--- src/design/opbc_pkg.sv ---
// Purpose : Shared constants and types for the OTP and page buffer command block
// Assumes : 50 MHz system clock, SPI inputs already synchronous to it
// Notes   : Times are in microseconds; cycle counts are derived from them
package opbc_pkg;

    // ---------------------------------------------------------------
    // Clock and timing
    // ---------------------------------------------------------------
    localparam int CLK_MHZ              = 50;
    localparam int OTP_PROGRAM_TIME_US  = 3000;
    localparam int PAGE_COPY_TIME_US    = 200;
    localparam int PAGE_COMPARE_TIME_US = 200;
    localparam int PAGE_REWRITE_TIME_US = 25000;
    localparam int OTP_PROGRAM_CYC      = OTP_PROGRAM_TIME_US * CLK_MHZ;
    localparam int PAGE_COPY_CYC        = PAGE_COPY_TIME_US * CLK_MHZ;
    localparam int PAGE_COMPARE_CYC     = PAGE_COMPARE_TIME_US * CLK_MHZ;
    localparam int PAGE_REWRITE_CYC     = PAGE_REWRITE_TIME_US * CLK_MHZ;
    localparam int TIMER_W              = 24;

    // ---------------------------------------------------------------
    // Opcodes
    // ---------------------------------------------------------------
    localparam logic [7:0] OPC_OTP_PROG  = 8'h9b;
    localparam logic [7:0] OPC_OTP_READ  = 8'h77;
    localparam logic [7:0] OPC_XFER_B1   = 8'h53;
    localparam logic [7:0] OPC_XFER_B2   = 8'h55;
    localparam logic [7:0] OPC_COMP_B1   = 8'h60;
    localparam logic [7:0] OPC_COMP_B2   = 8'h61;
    localparam logic [7:0] OPC_REWR_B1   = 8'h58;
    localparam logic [7:0] OPC_REWR_B2   = 8'h59;

    // ---------------------------------------------------------------
    // Store layout, address fields, status bits
    // ---------------------------------------------------------------
    localparam int          OTP_BYTES    = 128;
    localparam int          USER_BYTES   = 64;
    localparam logic [1:0]  HDR_LAST     = 2'h2;
    localparam int          PAGE_W       = 12;
    localparam int          PG528_LSB    = 10;
    localparam int          PG512_LSB    = 9;
    localparam int          ST_RDY       = 7;
    localparam int          ST_COMP      = 6;
    localparam int          ST_PSIZE     = 0;
    localparam logic [7:0]  STATUS_RST   = 8'h80;
    localparam logic [7:0]  ERASED_BYTE  = 8'hff;
    localparam logic [7:0]  UNDEF_BYTE   = 8'h00;
    localparam int          FIFO_DEPTH   = 16;

    typedef enum logic [2:0] {
        F_CMD   = 3'b000,
        F_HDR   = 3'b001,
        F_DATA  = 3'b010,
        F_READ  = 3'b011,
        F_ARMED = 3'b100,
        F_SKIP  = 3'b101
    } opbc_frame_type;

    typedef enum logic [2:0] {
        OP_NONE = 3'b000,
        OP_PROG = 3'b001,
        OP_READ = 3'b010,
        OP_XFER = 3'b011,
        OP_COMP = 3'b100,
        OP_REWR = 3'b101
    } opbc_op_type;

    typedef enum logic [1:0] {
        E_IDLE   = 2'b00,
        E_WAIT   = 2'b01,
        E_COMMIT = 2'b10
    } opbc_eng_type;

    typedef struct packed {
        opbc_op_type         op;
        logic [PAGE_W-1:0]   page;
        logic                buf2;
    } opbc_mem_req_type;

endpackage : opbc_pkg

--- src/design/opbc_top.sv ---
// Purpose : SPI command handling for the security store and page buffer operations
// Assumes : SPI mode 0 or 3; pins sampled directly on i_mclk
// Notes   : Main memory and SRAM buffers live outside; this block times and requests

// -------------------------------------------------------------------
// Data FIFO
// -------------------------------------------------------------------
module opbc_fifo #(
    parameter int W     = 8,
    parameter int DEPTH = 16
) (
    // Clock and reset
    input  wire logic         i_mclk,
    input  wire logic         i_rst,
    // Fill side
    input  wire logic         i_push_valid,
    output logic              o_push_ready,
    input  wire logic [W-1:0] i_push_data,
    // Drain side
    output logic              o_pop_valid,
    input  wire logic         i_pop_ready,
    output logic [W-1:0]      o_pop_data
);
    localparam int AW = $clog2(DEPTH);

    if (DEPTH < 2 || (1 << AW) != DEPTH) begin : g_chk
        $error("opbc_fifo: DEPTH must be a power of two, at least 2");
    end

    typedef struct packed {
        logic [DEPTH-1:0][W-1:0] mem;
        logic [AW:0]             wp;
        logic [AW:0]             rp;
    } opbc_fifo_state_type;

    opbc_fifo_state_type st_q;
    opbc_fifo_state_type st_d;
    logic                full;
    logic                empty;

    assign empty        = (st_q.wp == st_q.rp);
    assign full         = (st_q.wp[AW] != st_q.rp[AW]) && (st_q.wp[AW-1:0] == st_q.rp[AW-1:0]);
    assign o_push_ready = !full;
    assign o_pop_valid  = !empty;
    assign o_pop_data   = st_q.mem[st_q.rp[AW-1:0]];

    always_comb begin
        st_d = st_q;
        if (i_push_valid && !full) begin
            st_d.mem[st_q.wp[AW-1:0]] = i_push_data;
            st_d.wp                   = st_q.wp + 1'b1;
        end
        if (i_pop_ready && !empty) begin
            st_d.rp = st_q.rp + 1'b1;
        end
    end

    always_ff @(posedge i_mclk or posedge i_rst) begin
        if (i_rst) begin
            st_q <= '0;
        end else begin
            st_q <= st_d;
        end
    end

endmodule : opbc_fifo

// -------------------------------------------------------------------
// Command block
// -------------------------------------------------------------------
module opbc_top
    import opbc_pkg::*;
#(
    parameter int         P_OTP_PROG_CYC  = OTP_PROGRAM_CYC,
    parameter int         P_PAGE_COPY_CYC = PAGE_COPY_CYC,
    parameter int         P_PAGE_COMP_CYC = PAGE_COMPARE_CYC,
    parameter int         P_PAGE_REWR_CYC = PAGE_REWRITE_CYC,
    // Arbitrary value, seeds the per-device unique half
    parameter logic [7:0] P_FACTORY_SEED  = 8'h5a
) (
    // Clock and reset
    input  wire logic             i_mclk,
    input  wire logic             i_rst,
    // SPI pins
    input  wire logic             i_spi_cs_n,
    input  wire logic             i_spi_sck,
    input  wire logic             i_spi_si,
    output logic                  o_spi_so,
    output logic                  o_spi_so_oe,
    // Configuration and status
    input  wire logic             i_page_512,
    output logic [7:0]            o_status,
    // Page engine outside
    output logic                  o_mem_valid,
    output opbc_mem_req_type      o_mem_req,
    input  wire logic             i_mem_mismatch,
    output logic                  o_buf1_clobber
);
    if (P_OTP_PROG_CYC < 1 || P_PAGE_COPY_CYC < 1 || P_PAGE_COMP_CYC < 1 ||
        P_PAGE_REWR_CYC < 1 || P_OTP_PROG_CYC >= (1 << TIMER_W) ||
        P_PAGE_COPY_CYC >= (1 << TIMER_W) || P_PAGE_COMP_CYC >= (1 << TIMER_W) ||
        P_PAGE_REWR_CYC >= (1 << TIMER_W)) begin : g_chk
        $error("opbc_top: cycle counts must lie between 1 and the timer range");
    end

    typedef struct packed {
        logic                          sck_q;
        logic                          cs_n_q;
        opbc_frame_type                frame;
        logic [2:0]                    bit_cnt;
        logic [6:0]                    sh;
        logic [1:0]                    hdr_cnt;
        opbc_op_type                   op;
        logic                          buf2;
        logic [23:0]                   addr;
        logic [7:0]                    rx_byte;
        logic                          rx_pend;
        logic [5:0]                    wptr;
        logic [7:0]                    rd_ptr;
        logic [7:0]                    out_sh;
        logic [2:0]                    obit;
        logic                          so;
        logic                          so_oe;
        opbc_eng_type                  eng;
        opbc_op_type                   eng_op;
        logic [TIMER_W-1:0]            timer;
        logic [5:0]                    cidx;
        logic                          locked;
        logic                          comp;
        logic [7:0]                    status;
        logic                          mem_valid;
        opbc_mem_req_type              mem_req;
        logic                          buf1_evt;
        logic [OTP_BYTES-1:0][7:0]     otp;
        logic [USER_BYTES-1:0][7:0]    stage;
    } opbc_state_type;

    opbc_state_type st_q;
    opbc_state_type st_d;
    logic           sck_rise;
    logic           sck_fall;
    logic           cs_rise;
    logic           push_ready;
    logic           pop_valid;
    logic           pop_ready;
    logic [7:0]     pop_data;
    logic [5:0]     commit_idx;
    logic [7:0]     commit_byte;

    // Reset image: user half erased, factory half from the seed
    function automatic opbc_state_type opbc_reset_image();
        opbc_state_type s;
        s = '0;
        s.frame  = F_CMD;
        s.cs_n_q = 1'b1;
        s.status = STATUS_RST;
        for (int i = 0; i < OTP_BYTES; i++) begin
            s.otp[i] = (i < USER_BYTES) ? ERASED_BYTE : 8'(P_FACTORY_SEED + 8'(i * 37));
        end
        for (int i = 0; i < USER_BYTES; i++) begin
            s.stage[i] = ERASED_BYTE;
        end
        return s;
    endfunction : opbc_reset_image

    function automatic logic [TIMER_W-1:0] opbc_load(input opbc_op_type op);
        case (op)
            OP_PROG: opbc_load = TIMER_W'(P_OTP_PROG_CYC - 1);
            OP_COMP: opbc_load = TIMER_W'(P_PAGE_COMP_CYC - 1);
            OP_REWR: opbc_load = TIMER_W'(P_PAGE_REWR_CYC - 1);
            default: opbc_load = TIMER_W'(P_PAGE_COPY_CYC - 1);
        endcase
    endfunction : opbc_load

    assign sck_rise    = i_spi_sck & ~st_q.sck_q & ~i_spi_cs_n;
    assign sck_fall    = ~i_spi_sck & st_q.sck_q & ~i_spi_cs_n;
    assign cs_rise     = i_spi_cs_n & ~st_q.cs_n_q;
    // Drain stalls while the store is being committed, so stage holds still during the copy
    assign pop_ready   = (st_q.eng != E_COMMIT);
    assign commit_idx  = st_q.cidx;
    assign commit_byte = st_q.stage[st_q.cidx];

    opbc_fifo #(
        .W     (8),
        .DEPTH (FIFO_DEPTH)
    ) u_fifo (
        .i_mclk       (i_mclk),
        .i_rst        (i_rst),
        .i_push_valid (st_q.rx_pend),
        .o_push_ready (push_ready),
        .i_push_data  (st_q.rx_byte),
        .o_pop_valid  (pop_valid),
        .i_pop_ready  (pop_ready),
        .o_pop_data   (pop_data)
    );

    always_comb begin
        logic [7:0] rx;
        rx           = {st_q.sh, i_spi_si};
        st_d         = st_q;
        st_d.sck_q   = i_spi_sck;
        st_d.cs_n_q  = i_spi_cs_n;
        st_d.mem_valid = 1'b0;
        st_d.buf1_evt  = 1'b0;
        if (st_q.rx_pend && push_ready) begin
            st_d.rx_pend = 1'b0;
        end
        // -----------------------------------------------------------
        // Frame decode
        // -----------------------------------------------------------
        if (i_spi_cs_n) begin
            st_d.bit_cnt = 3'd0;
            st_d.frame   = F_CMD;
            st_d.so_oe   = 1'b0;
        end else if (sck_rise) begin
            st_d.sh      = {st_q.sh[5:0], i_spi_si};
            st_d.bit_cnt = st_q.bit_cnt + 3'd1;
            if (st_q.bit_cnt == 3'd7) begin
                case (st_q.frame)
                    F_CMD: begin
                        st_d.hdr_cnt = 2'd0;
                        st_d.frame   = F_HDR;
                        st_d.buf2    = (rx == OPC_XFER_B2) || (rx == OPC_COMP_B2) ||
                                       (rx == OPC_REWR_B2);
                        case (rx)
                            OPC_OTP_PROG:              st_d.op = OP_PROG;
                            OPC_OTP_READ:              st_d.op = OP_READ;
                            OPC_XFER_B1, OPC_XFER_B2:  st_d.op = OP_XFER;
                            OPC_COMP_B1, OPC_COMP_B2:  st_d.op = OP_COMP;
                            OPC_REWR_B1, OPC_REWR_B2:  st_d.op = OP_REWR;
                            default:                   st_d.frame = F_SKIP;
                        endcase
                        // Commands arriving while busy are dropped whole
                        if (st_q.eng != E_IDLE) begin
                            st_d.frame = F_SKIP;
                        end
                    end
                    F_HDR: begin
                        st_d.addr    = {st_q.addr[15:0], rx};
                        st_d.hdr_cnt = st_q.hdr_cnt + 2'd1;
                        if (st_q.op == OP_PROG && rx != 8'h00) begin
                            st_d.frame = F_SKIP;
                        end else if (st_q.hdr_cnt == HDR_LAST) begin
                            case (st_q.op)
                                OP_PROG: begin
                                    st_d.frame = F_DATA;
                                    st_d.wptr  = 6'd0;
                                end
                                OP_READ: begin
                                    st_d.frame  = F_READ;
                                    st_d.out_sh = st_q.otp[0];
                                    st_d.rd_ptr = 8'd1;
                                    st_d.obit   = 3'd0;
                                end
                                default: st_d.frame = F_ARMED;
                            endcase
                        end
                    end
                    F_DATA: begin
                        st_d.rx_byte = rx;
                        st_d.rx_pend = 1'b1;
                    end
                    default: ;
                endcase
            end
        end else if (sck_fall && st_q.frame == F_READ) begin
            st_d.so_oe  = 1'b1;
            st_d.so     = st_q.out_sh[7];
            st_d.out_sh = {st_q.out_sh[6:0], 1'b0};
            st_d.obit   = st_q.obit + 3'd1;
            if (st_q.obit == 3'd7) begin
                st_d.out_sh = st_q.rd_ptr[7] ? UNDEF_BYTE : st_q.otp[st_q.rd_ptr[6:0]];
                if (!st_q.rd_ptr[7]) begin
                    st_d.rd_ptr = st_q.rd_ptr + 8'd1;
                end
            end
        end
        // -----------------------------------------------------------
        // Start of self-timed work on select rise
        // -----------------------------------------------------------
        if (cs_rise && st_q.frame == F_DATA) begin
            st_d.eng      = E_WAIT;
            st_d.eng_op   = OP_PROG;
            st_d.timer    = opbc_load(OP_PROG);
            // first buffer is the staging area
            st_d.buf1_evt = 1'b1;
        end else if (cs_rise && st_q.frame == F_ARMED) begin
            st_d.eng          = E_WAIT;
            st_d.eng_op       = st_q.op;
            st_d.timer        = opbc_load(st_q.op);
            st_d.mem_valid    = 1'b1;
            st_d.mem_req.op   = st_q.op;
            st_d.mem_req.buf2 = st_q.buf2;
            // page field depends on page size
            st_d.mem_req.page = i_page_512 ? st_q.addr[PG512_LSB +: PAGE_W]
                                           : st_q.addr[PG528_LSB +: PAGE_W];
        end
        // -----------------------------------------------------------
        // Staging drain
        // -----------------------------------------------------------
        if (pop_valid && pop_ready) begin
            st_d.stage[st_q.wptr] = pop_data;
            st_d.wptr             = st_q.wptr + 6'd1;
        end
        // -----------------------------------------------------------
        // Engine
        // -----------------------------------------------------------
        case (st_q.eng)
            E_WAIT: begin
                if (st_q.timer != '0) begin
                    st_d.timer = st_q.timer - 1'b1;
                end else if (st_q.eng_op == OP_PROG) begin
                    if (!pop_valid && !st_q.rx_pend) begin
                        st_d.eng  = E_COMMIT;
                        st_d.cidx = 6'd0;
                    end
                end else begin
                    if (st_q.eng_op == OP_COMP) begin
                        st_d.comp = i_mem_mismatch;
                    end
                    st_d.eng = E_IDLE;
                end
            end
            E_COMMIT: begin
                if (!st_q.locked) begin
                    st_d.otp[st_q.cidx] = st_q.stage[st_q.cidx];
                end
                st_d.cidx = st_q.cidx + 6'd1;
                if (st_q.cidx == 6'(USER_BYTES - 1)) begin
                    st_d.locked = 1'b1;
                    st_d.eng    = E_IDLE;
                end
            end
            default: ;
        endcase
        st_d.status           = 8'h00;
        st_d.status[ST_RDY]   = (st_d.eng == E_IDLE);
        st_d.status[ST_COMP]  = st_d.comp;
        st_d.status[ST_PSIZE] = i_page_512;
    end

    always_ff @(posedge i_mclk or posedge i_rst) begin
        if (i_rst) begin
            st_q <= opbc_reset_image();
        end else begin
            st_q <= st_d;
        end
    end

    assign o_spi_so       = st_q.so;
    assign o_spi_so_oe    = st_q.so_oe;
    assign o_status       = st_q.status;
    assign o_mem_valid    = st_q.mem_valid;
    assign o_mem_req      = st_q.mem_req;
    assign o_buf1_clobber = st_q.buf1_evt;

    // -------------------------------------------------------------------
    // Checks
    // -------------------------------------------------------------------
    a_prog_busy_start: assert property (@(posedge i_mclk) disable iff (i_rst)
        (cs_rise && st_q.frame == F_DATA) |=> (!o_status[ST_RDY] && o_buf1_clobber))
        else $error("program did not go busy on select rise");
    a_page_busy_req: assert property (@(posedge i_mclk) disable iff (i_rst)
        (cs_rise && st_q.frame == F_ARMED) |=> (!o_status[ST_RDY] && o_mem_valid) [*1] ##1 !o_mem_valid)
        else $error("page operation not requested or not busy");
    a_ready_tracks: assert property (@(posedge i_mclk) disable iff (i_rst)
        o_status[ST_RDY] == (st_q.eng == E_IDLE))
        else $error("ready bit disagrees with engine");
    a_comp_result: assert property (@(posedge i_mclk) disable iff (i_rst)
        (st_q.eng == E_WAIT && st_q.eng_op == OP_COMP && st_q.timer == '0)
        |=> (o_status[ST_COMP] == $past(i_mem_mismatch) && o_status[ST_RDY]))
        else $error("compare result not posted");
    a_factory_fixed: assert property (@(posedge i_mclk) disable iff (i_rst)
        1'b1 |=> st_q.otp[OTP_BYTES-1:USER_BYTES] == $past(st_q.otp[OTP_BYTES-1:USER_BYTES]))
        else $error("factory half changed");
    a_user_locked: assert property (@(posedge i_mclk) disable iff (i_rst)
        st_q.locked |=> st_q.otp[USER_BYTES-1:0] == $past(st_q.otp[USER_BYTES-1:0]))
        else $error("user half changed after lock");
    a_wrap_ptr: assert property (@(posedge i_mclk) disable iff (i_rst)
        (pop_valid && pop_ready && st_q.wptr == 6'd63) |=> st_q.wptr == 6'd0)
        else $error("staging pointer did not wrap");
    a_commit_write: assert property (@(posedge i_mclk) disable iff (i_rst)
        (st_q.eng == E_COMMIT && !st_q.locked)
        |=> st_q.otp[$past(commit_idx)] == $past(commit_byte))
        else $error("staged byte not written to store");
    a_so_release: assert property (@(posedge i_mclk) disable iff (i_rst)
        i_spi_cs_n |=> !o_spi_so_oe)
        else $error("serial output driven with select high");
    a_page_size_bit: assert property (@(posedge i_mclk) disable iff (i_rst)
        ##1 o_status[ST_PSIZE] == $past(i_page_512))
        else $error("page size bit stale");

endmodule : opbc_top

--- config.mk ---
export PLATFORM = sky130hd
export DESIGN_NAME = opbc_top
export DESIGN_NICKNAME = d
export VERILOG_FILES = /design/src/design/opbc_pkg.sv /design/src/design/opbc_top.sv
export SDC_FILE = /design/constraint.sdc
export NUM_CORES = 2
export LEC_CHECK = 0
export ABC_AREA = 1
export BUFFER_PORTS_ARGS = -buffer_cell sky130_fd_sc_hd__buf_2
export CORE_ASPECT_RATIO = 1.2
export CORE_MARGIN = 3
export CORE_UTILIZATION = 30
export DETAILED_ROUTE_END_ITERATION = 7
export GPL_TIMING_DRIVEN = 0
export PLACE_DENSITY_LB_ADDON = 0.15
export SLEW_MARGIN = 20
export SYNTH_ARGS = -nofsm -noshare
export SYNTH_HDL_FRONTEND = slang
export SYNTH_SLANG_ARGS = --single-unit
--- constraint.sdc ---
create_clock -name i_mclk -period 38.8 [get_ports i_mclk]
set_clock_uncertainty 0.1 [all_clocks]
set_input_delay 0 -clock i_mclk [delete_from_list [all_inputs] [get_ports i_mclk]]
set_output_delay 0 -clock i_mclk [all_outputs]
set_load 0.05 [all_outputs]
==> flow_summary_export.csv <==
group,metric,value,unit
sta,final.setup.worst_slack,33.67,ns
setup_path,crit_path_cell_trace,"buf_2, nand3_2, clkinv_1, clkbuf_1, nand2_1, nand3_1, o31ai_1, nand2_1, nor2_1, nand2_1, buf_2, nand2_1, o21ai_1",
sta,slew_violations,0,
routing,drc,0,
power,irDropWorstVdd,0.0000442,V
floorplanning,floorplan.core_area,206000,um2
setup_path,timing.critical_path.mode_cell,"sky130_fd_sc_hd__nand2_1",
grt,via_count_of_the_first_global_routing_pass,54300,
clocking,cts_buffers,150,
power,power_per_cell_area,69.1,nW/um2
logic_synthesis,synth-edff-count,0,
setup_path,worst_setup_path_end_kind,"register",
routing,routed-via-count,55100,
logic_synthesis,synth_flop_cell,"sky130_fd_sc_hd__dfstp_2",
setup_path,path_buf_inv,4,
grt,antenna_found_initial,9,
setup_path,worst_r2r_dst,"st_q[628]",
routing,route.antenna.remaining_nets,0,
grt,largest_net_degree_at_the_start_of_global_routing,103,
sta,fin_crit_sh,13.2,%
floorplanning,die_area,213000,um2
routing,iteration_0_drc_markers,5376,
flow_run,max_cap_viol_count,0,
floorplanning,row_count,182,
setup_path,rr_worst_depth,13,
routing,drt-vias-per-instance,5.09,
grt,grt_remaining_overflow,0,
routing,drt-pass1-iter-count,6,
sta,finalHoldViolations,0,
logic_synthesis,synthArstFlopShare,100,%
sta,timing_worst_slew_pin_value,1.30,ns
final_layout,combined_flip_flop_and_latch_cell_area,33800,um2
logic_synthesis,ys.warnings.count,0,
logic_synthesis,synth.cells.most_frequent,"sky130_fd_sc_hd__nand2_1 (2,889), sky130_fd_sc_hd__dfstp_2 (1,026), sky130_fd_sc_hd__o21ai_0 (675)",
final_layout,syn_to_final_growth,14.7,%
setup_path,cp_slowest_stage_delay,0.64,ns
setup_path,worstSetupEndpoint,"st_q[628]",
clocking,cts_tree,"built",
floorplanning,die_width,422,um
floorplanning,floorplan.io_pins,35,
logic_synthesis,mappedNetlistArea,62300,um2
final_layout,nets,7973,
floorplanning,die_y,505,um
floorplanning,start_util,30.3,%
clocking,cts.path.max_buffers,3,
setup_path,cp_slowest_cell,"sky130_fd_sc_hd__clkbuf_1",
sta,timing.fmax,0.195,GHz
setup_path,setup_crit_path_kind,"reg -> reg",
clocking,ctsRootBufferMaster,"sky130_fd_sc_hd__clkbuf_16",
logic_synthesis,synth_largest_area_cell,"sky130_fd_sc_hd__dfstp_2",
logic_synthesis,ys_seq_elements,1298,
place,place_worst_setup_slack,33.80,ns
logic_synthesis,yosysMostFrequentCell,"sky130_fd_sc_hd__nand2_1",
logic_synthesis,synthesized_area_divided_by_synthesized_cell_count,8.06,um2
sta,slew_headroom,13.5,%
sta,tns,0,ns
setup_path,worstSetupPathDepth,13,
final_layout,fraction_of_final_layout_cells_with_drive_strength_greater_than_1,19.0,%
setup_path,timing.critical_path.fanout_max,10,
logic_synthesis,yosysTopAreaCellShare,43.3,%
setup_path,r2r_start,"commit_idx[2]",
clocking,cts.clk_slew.worst_paths,0.06,ns
place,io_buffer_count,29,
clocking,post_cts.resized_instances,0,
clocking,clock-sinks,1298,
sta,finalSetupViolations,0,
grt,grt_first_pass_wirelength,390,mm
routing,routed_wl,271,mm
power,total_leakage_power,0.0295,uW
setup_path,r2r_setup_slk,33.67,ns
grt,grt_util_all_layers,25.0,%
clocking,clk-insertion-delay-late,0.82,ns
setup_path,timing.critical_path.required,39.39,ns
outcome,run_status,"finished clean",
logic_synthesis,synthesis.instances,7723,
logic_synthesis,synth.top_cells.by_area,"sky130_fd_sc_hd__dfstp_2 (43%), sky130_fd_sc_hd__nand2_1 (17%), sky130_fd_sc_hd__dfrtp_1 (11%)",
setup_path,worstSetupStartpointType,"register",
hold_path,hold_path.class,"in -> reg",
logic_synthesis,synth_sequential_area_ratio,54.2,%
setup_path,worstSetupStartpoint,"commit_idx[2]",
setup_path,critical-path-top-delay-family,"simple AND/OR/NAND/NOR gates",
sta,rsz0062_at_grt,"false",
logic_synthesis,synth_cell_type_count,54,
final_layout,fillCellCount,21800,
place,routability_driven_placement_congestion_ratio,0.960,
final_layout,utilization,34.7,%
clocking,htree_num_levels,4,
sta,final_period_minus_worst_setup_slack,5.13,ns
setup_path,arrival,5.72,ns
place,place.detailed.hpwl,189,mm
routing,wire_per_inst,25.1,um
final_layout,multiInputGateArea,24000,um2
## cell type report
| type | count | area share (%) |
|---|---|---|
| Multi-Input combinational cell | 5291 | 33.6 |
| Inverter | 697 | 3.67 |
| Timing Repair Buffer | 60 | 1.02 |
| Buffer | 441 | 2.75 |
| Tap cell | 2760 | 4.84 |
| Antenna cell | 4 | 0.0140 |
| Clock buffer | 236 | 6.26 |
| Sequential cell | 1298 | 47.3 |
| Clock inverter | 33 | 0.543 |
## how the worst min path moves through the flow
stage	startpoint	endpoint	cells past startpoint
6_report	i_page_512	o_mem_req[9]	5
4_1_cts	i_page_512	o_mem_req[10]	5
2_1_floorplan	i_spi_cs_n	st_q[1678]	0
5_1_grt	i_page_512	o_mem_req[11]	5
3_5_place_dp	i_spi_sck	st_q[1679]	1
3_3_place_gp	i_spi_sck	st_q[1679]	1
## worst min-delay path, stage by stage
cell	delay, ns
sky130_fd_sc_hd__dlygate4sd3_1	0.52
sky130_fd_sc_hd__buf_2	0.15
sky130_fd_sc_hd__nand2_1	0.06
sky130_fd_sc_hd__o21ai_0	0.10
sky130_fd_sc_hd__o21ai_0	0.10
## layout by cell type, fill, tap and decap left out, types with 14 or more instances in the layout
cell type                   count
sky130_fd_sc_hd__clkbuf_2      31
sky130_fd_sc_hd__a31oi_1       47
sky130_fd_sc_hd__clkbuf_16    153
sky130_fd_sc_hd__o22ai_1      121
sky130_fd_sc_hd__o221ai_1      21
sky130_fd_sc_hd__o2111ai_1     17
sky130_fd_sc_hd__buf_2        156
sky130_fd_sc_hd__dfstp_2     1026
sky130_fd_sc_hd__nor3_1        36
sky130_fd_sc_hd__nand2_1     2889
sky130_fd_sc_hd__ha_1          27
sky130_fd_sc_hd__o211ai_1      28
sky130_fd_sc_hd__inv_2         25
sky130_fd_sc_hd__clkinv_1      21
sky130_fd_sc_hd__o32ai_1       22
sky130_fd_sc_hd__inv_1        651
sky130_fd_sc_hd__o21a_1       206
sky130_fd_sc_hd__buf_1         23
sky130_fd_sc_hd__a21oi_1       92
sky130_fd_sc_hd__dfrtp_1      272
sky130_fd_sc_hd__a221oi_1      22
sky130_fd_sc_hd__clkinv_2      16
sky130_fd_sc_hd__clkbuf_8      33
sky130_fd_sc_hd__a22oi_1       44
sky130_fd_sc_hd__mux2i_1       14
sky130_fd_sc_hd__nor2_1       566
sky130_fd_sc_hd__buf_4         28
sky130_fd_sc_hd__xor2_1        18
sky130_fd_sc_hd__clkbuf_1     281
sky130_fd_sc_hd__nand4_1       55
sky130_fd_sc_hd__o21ai_1       67
sky130_fd_sc_hd__o21ai_0      674
sky130_fd_sc_hd__nand3_1      247
sky130_fd_sc_hd__buf_16        15
## registers in the layout, indices dropped and copies added (netlist names)
name,count
o_spi_so_oe,1
st_q,1131
o_mem_valid,1
commit_idx,6
u_fifo.st_q,138
o_status,3
o_mem_req,16
o_buf1_clobber,1
o_spi_so,1
## per-layer routing
metal	part of all wire, %	up-vias	wire, um	track usage [%]
li1	-	25100	-	-
met1	40	27400	109000	31.1
met2	48	1964	129000	41.6
met3	5.8	598	15700	3.39
met4	6.3	4	17000	13.9
met5	0.0088	-	24	0
## kinds of logic after synthesis
| logic type | share of synthesized area (%) |
|---|---|
| buf+inv | 7.29 |
| simple gates | 24.1 |
| other cells | 0.00602 |
| compound gates | 13.3 |
| flops | 54.2 |
| mux | 0.225 |
| xor+xnor | 0.309 |
| fa+ha+maj | 0.542 |
## stage by stage
stage | hold WS (ns) | std cells | power (uW) | instance area [um2]
floorplan | -0.0955 | 7727 | 2640 | 62300
global placement | 0.0308 | 10500 | 3470 | 65900
detailed placement | 0.0298 | 10500 | 3490 | 66400
CTS | 0.00713 | 10800 | 4950 | 71400
global route | 0.120 | 10800 | 5100 | 71400
finish | 0.0786 | 10800 | 4930 | 71400
## timing repair
item | 4_1_cts | 5_1_grt
hold buffers | 12 | 0
setup buffers | 0 | 0
hold endpoints to repair | 231 | 0
## where the power goes
part | leakage [uW] | internal, uW | switching [uW]
sequential | 0.0142 | 1730 | 117
clock | 0.00239 | 831 | 611
combinational | 0.0129 | 347 | 1300
total | 0.0295 | 2910 | 2020
No activity file was read; power rests on OpenSTA's default activity.
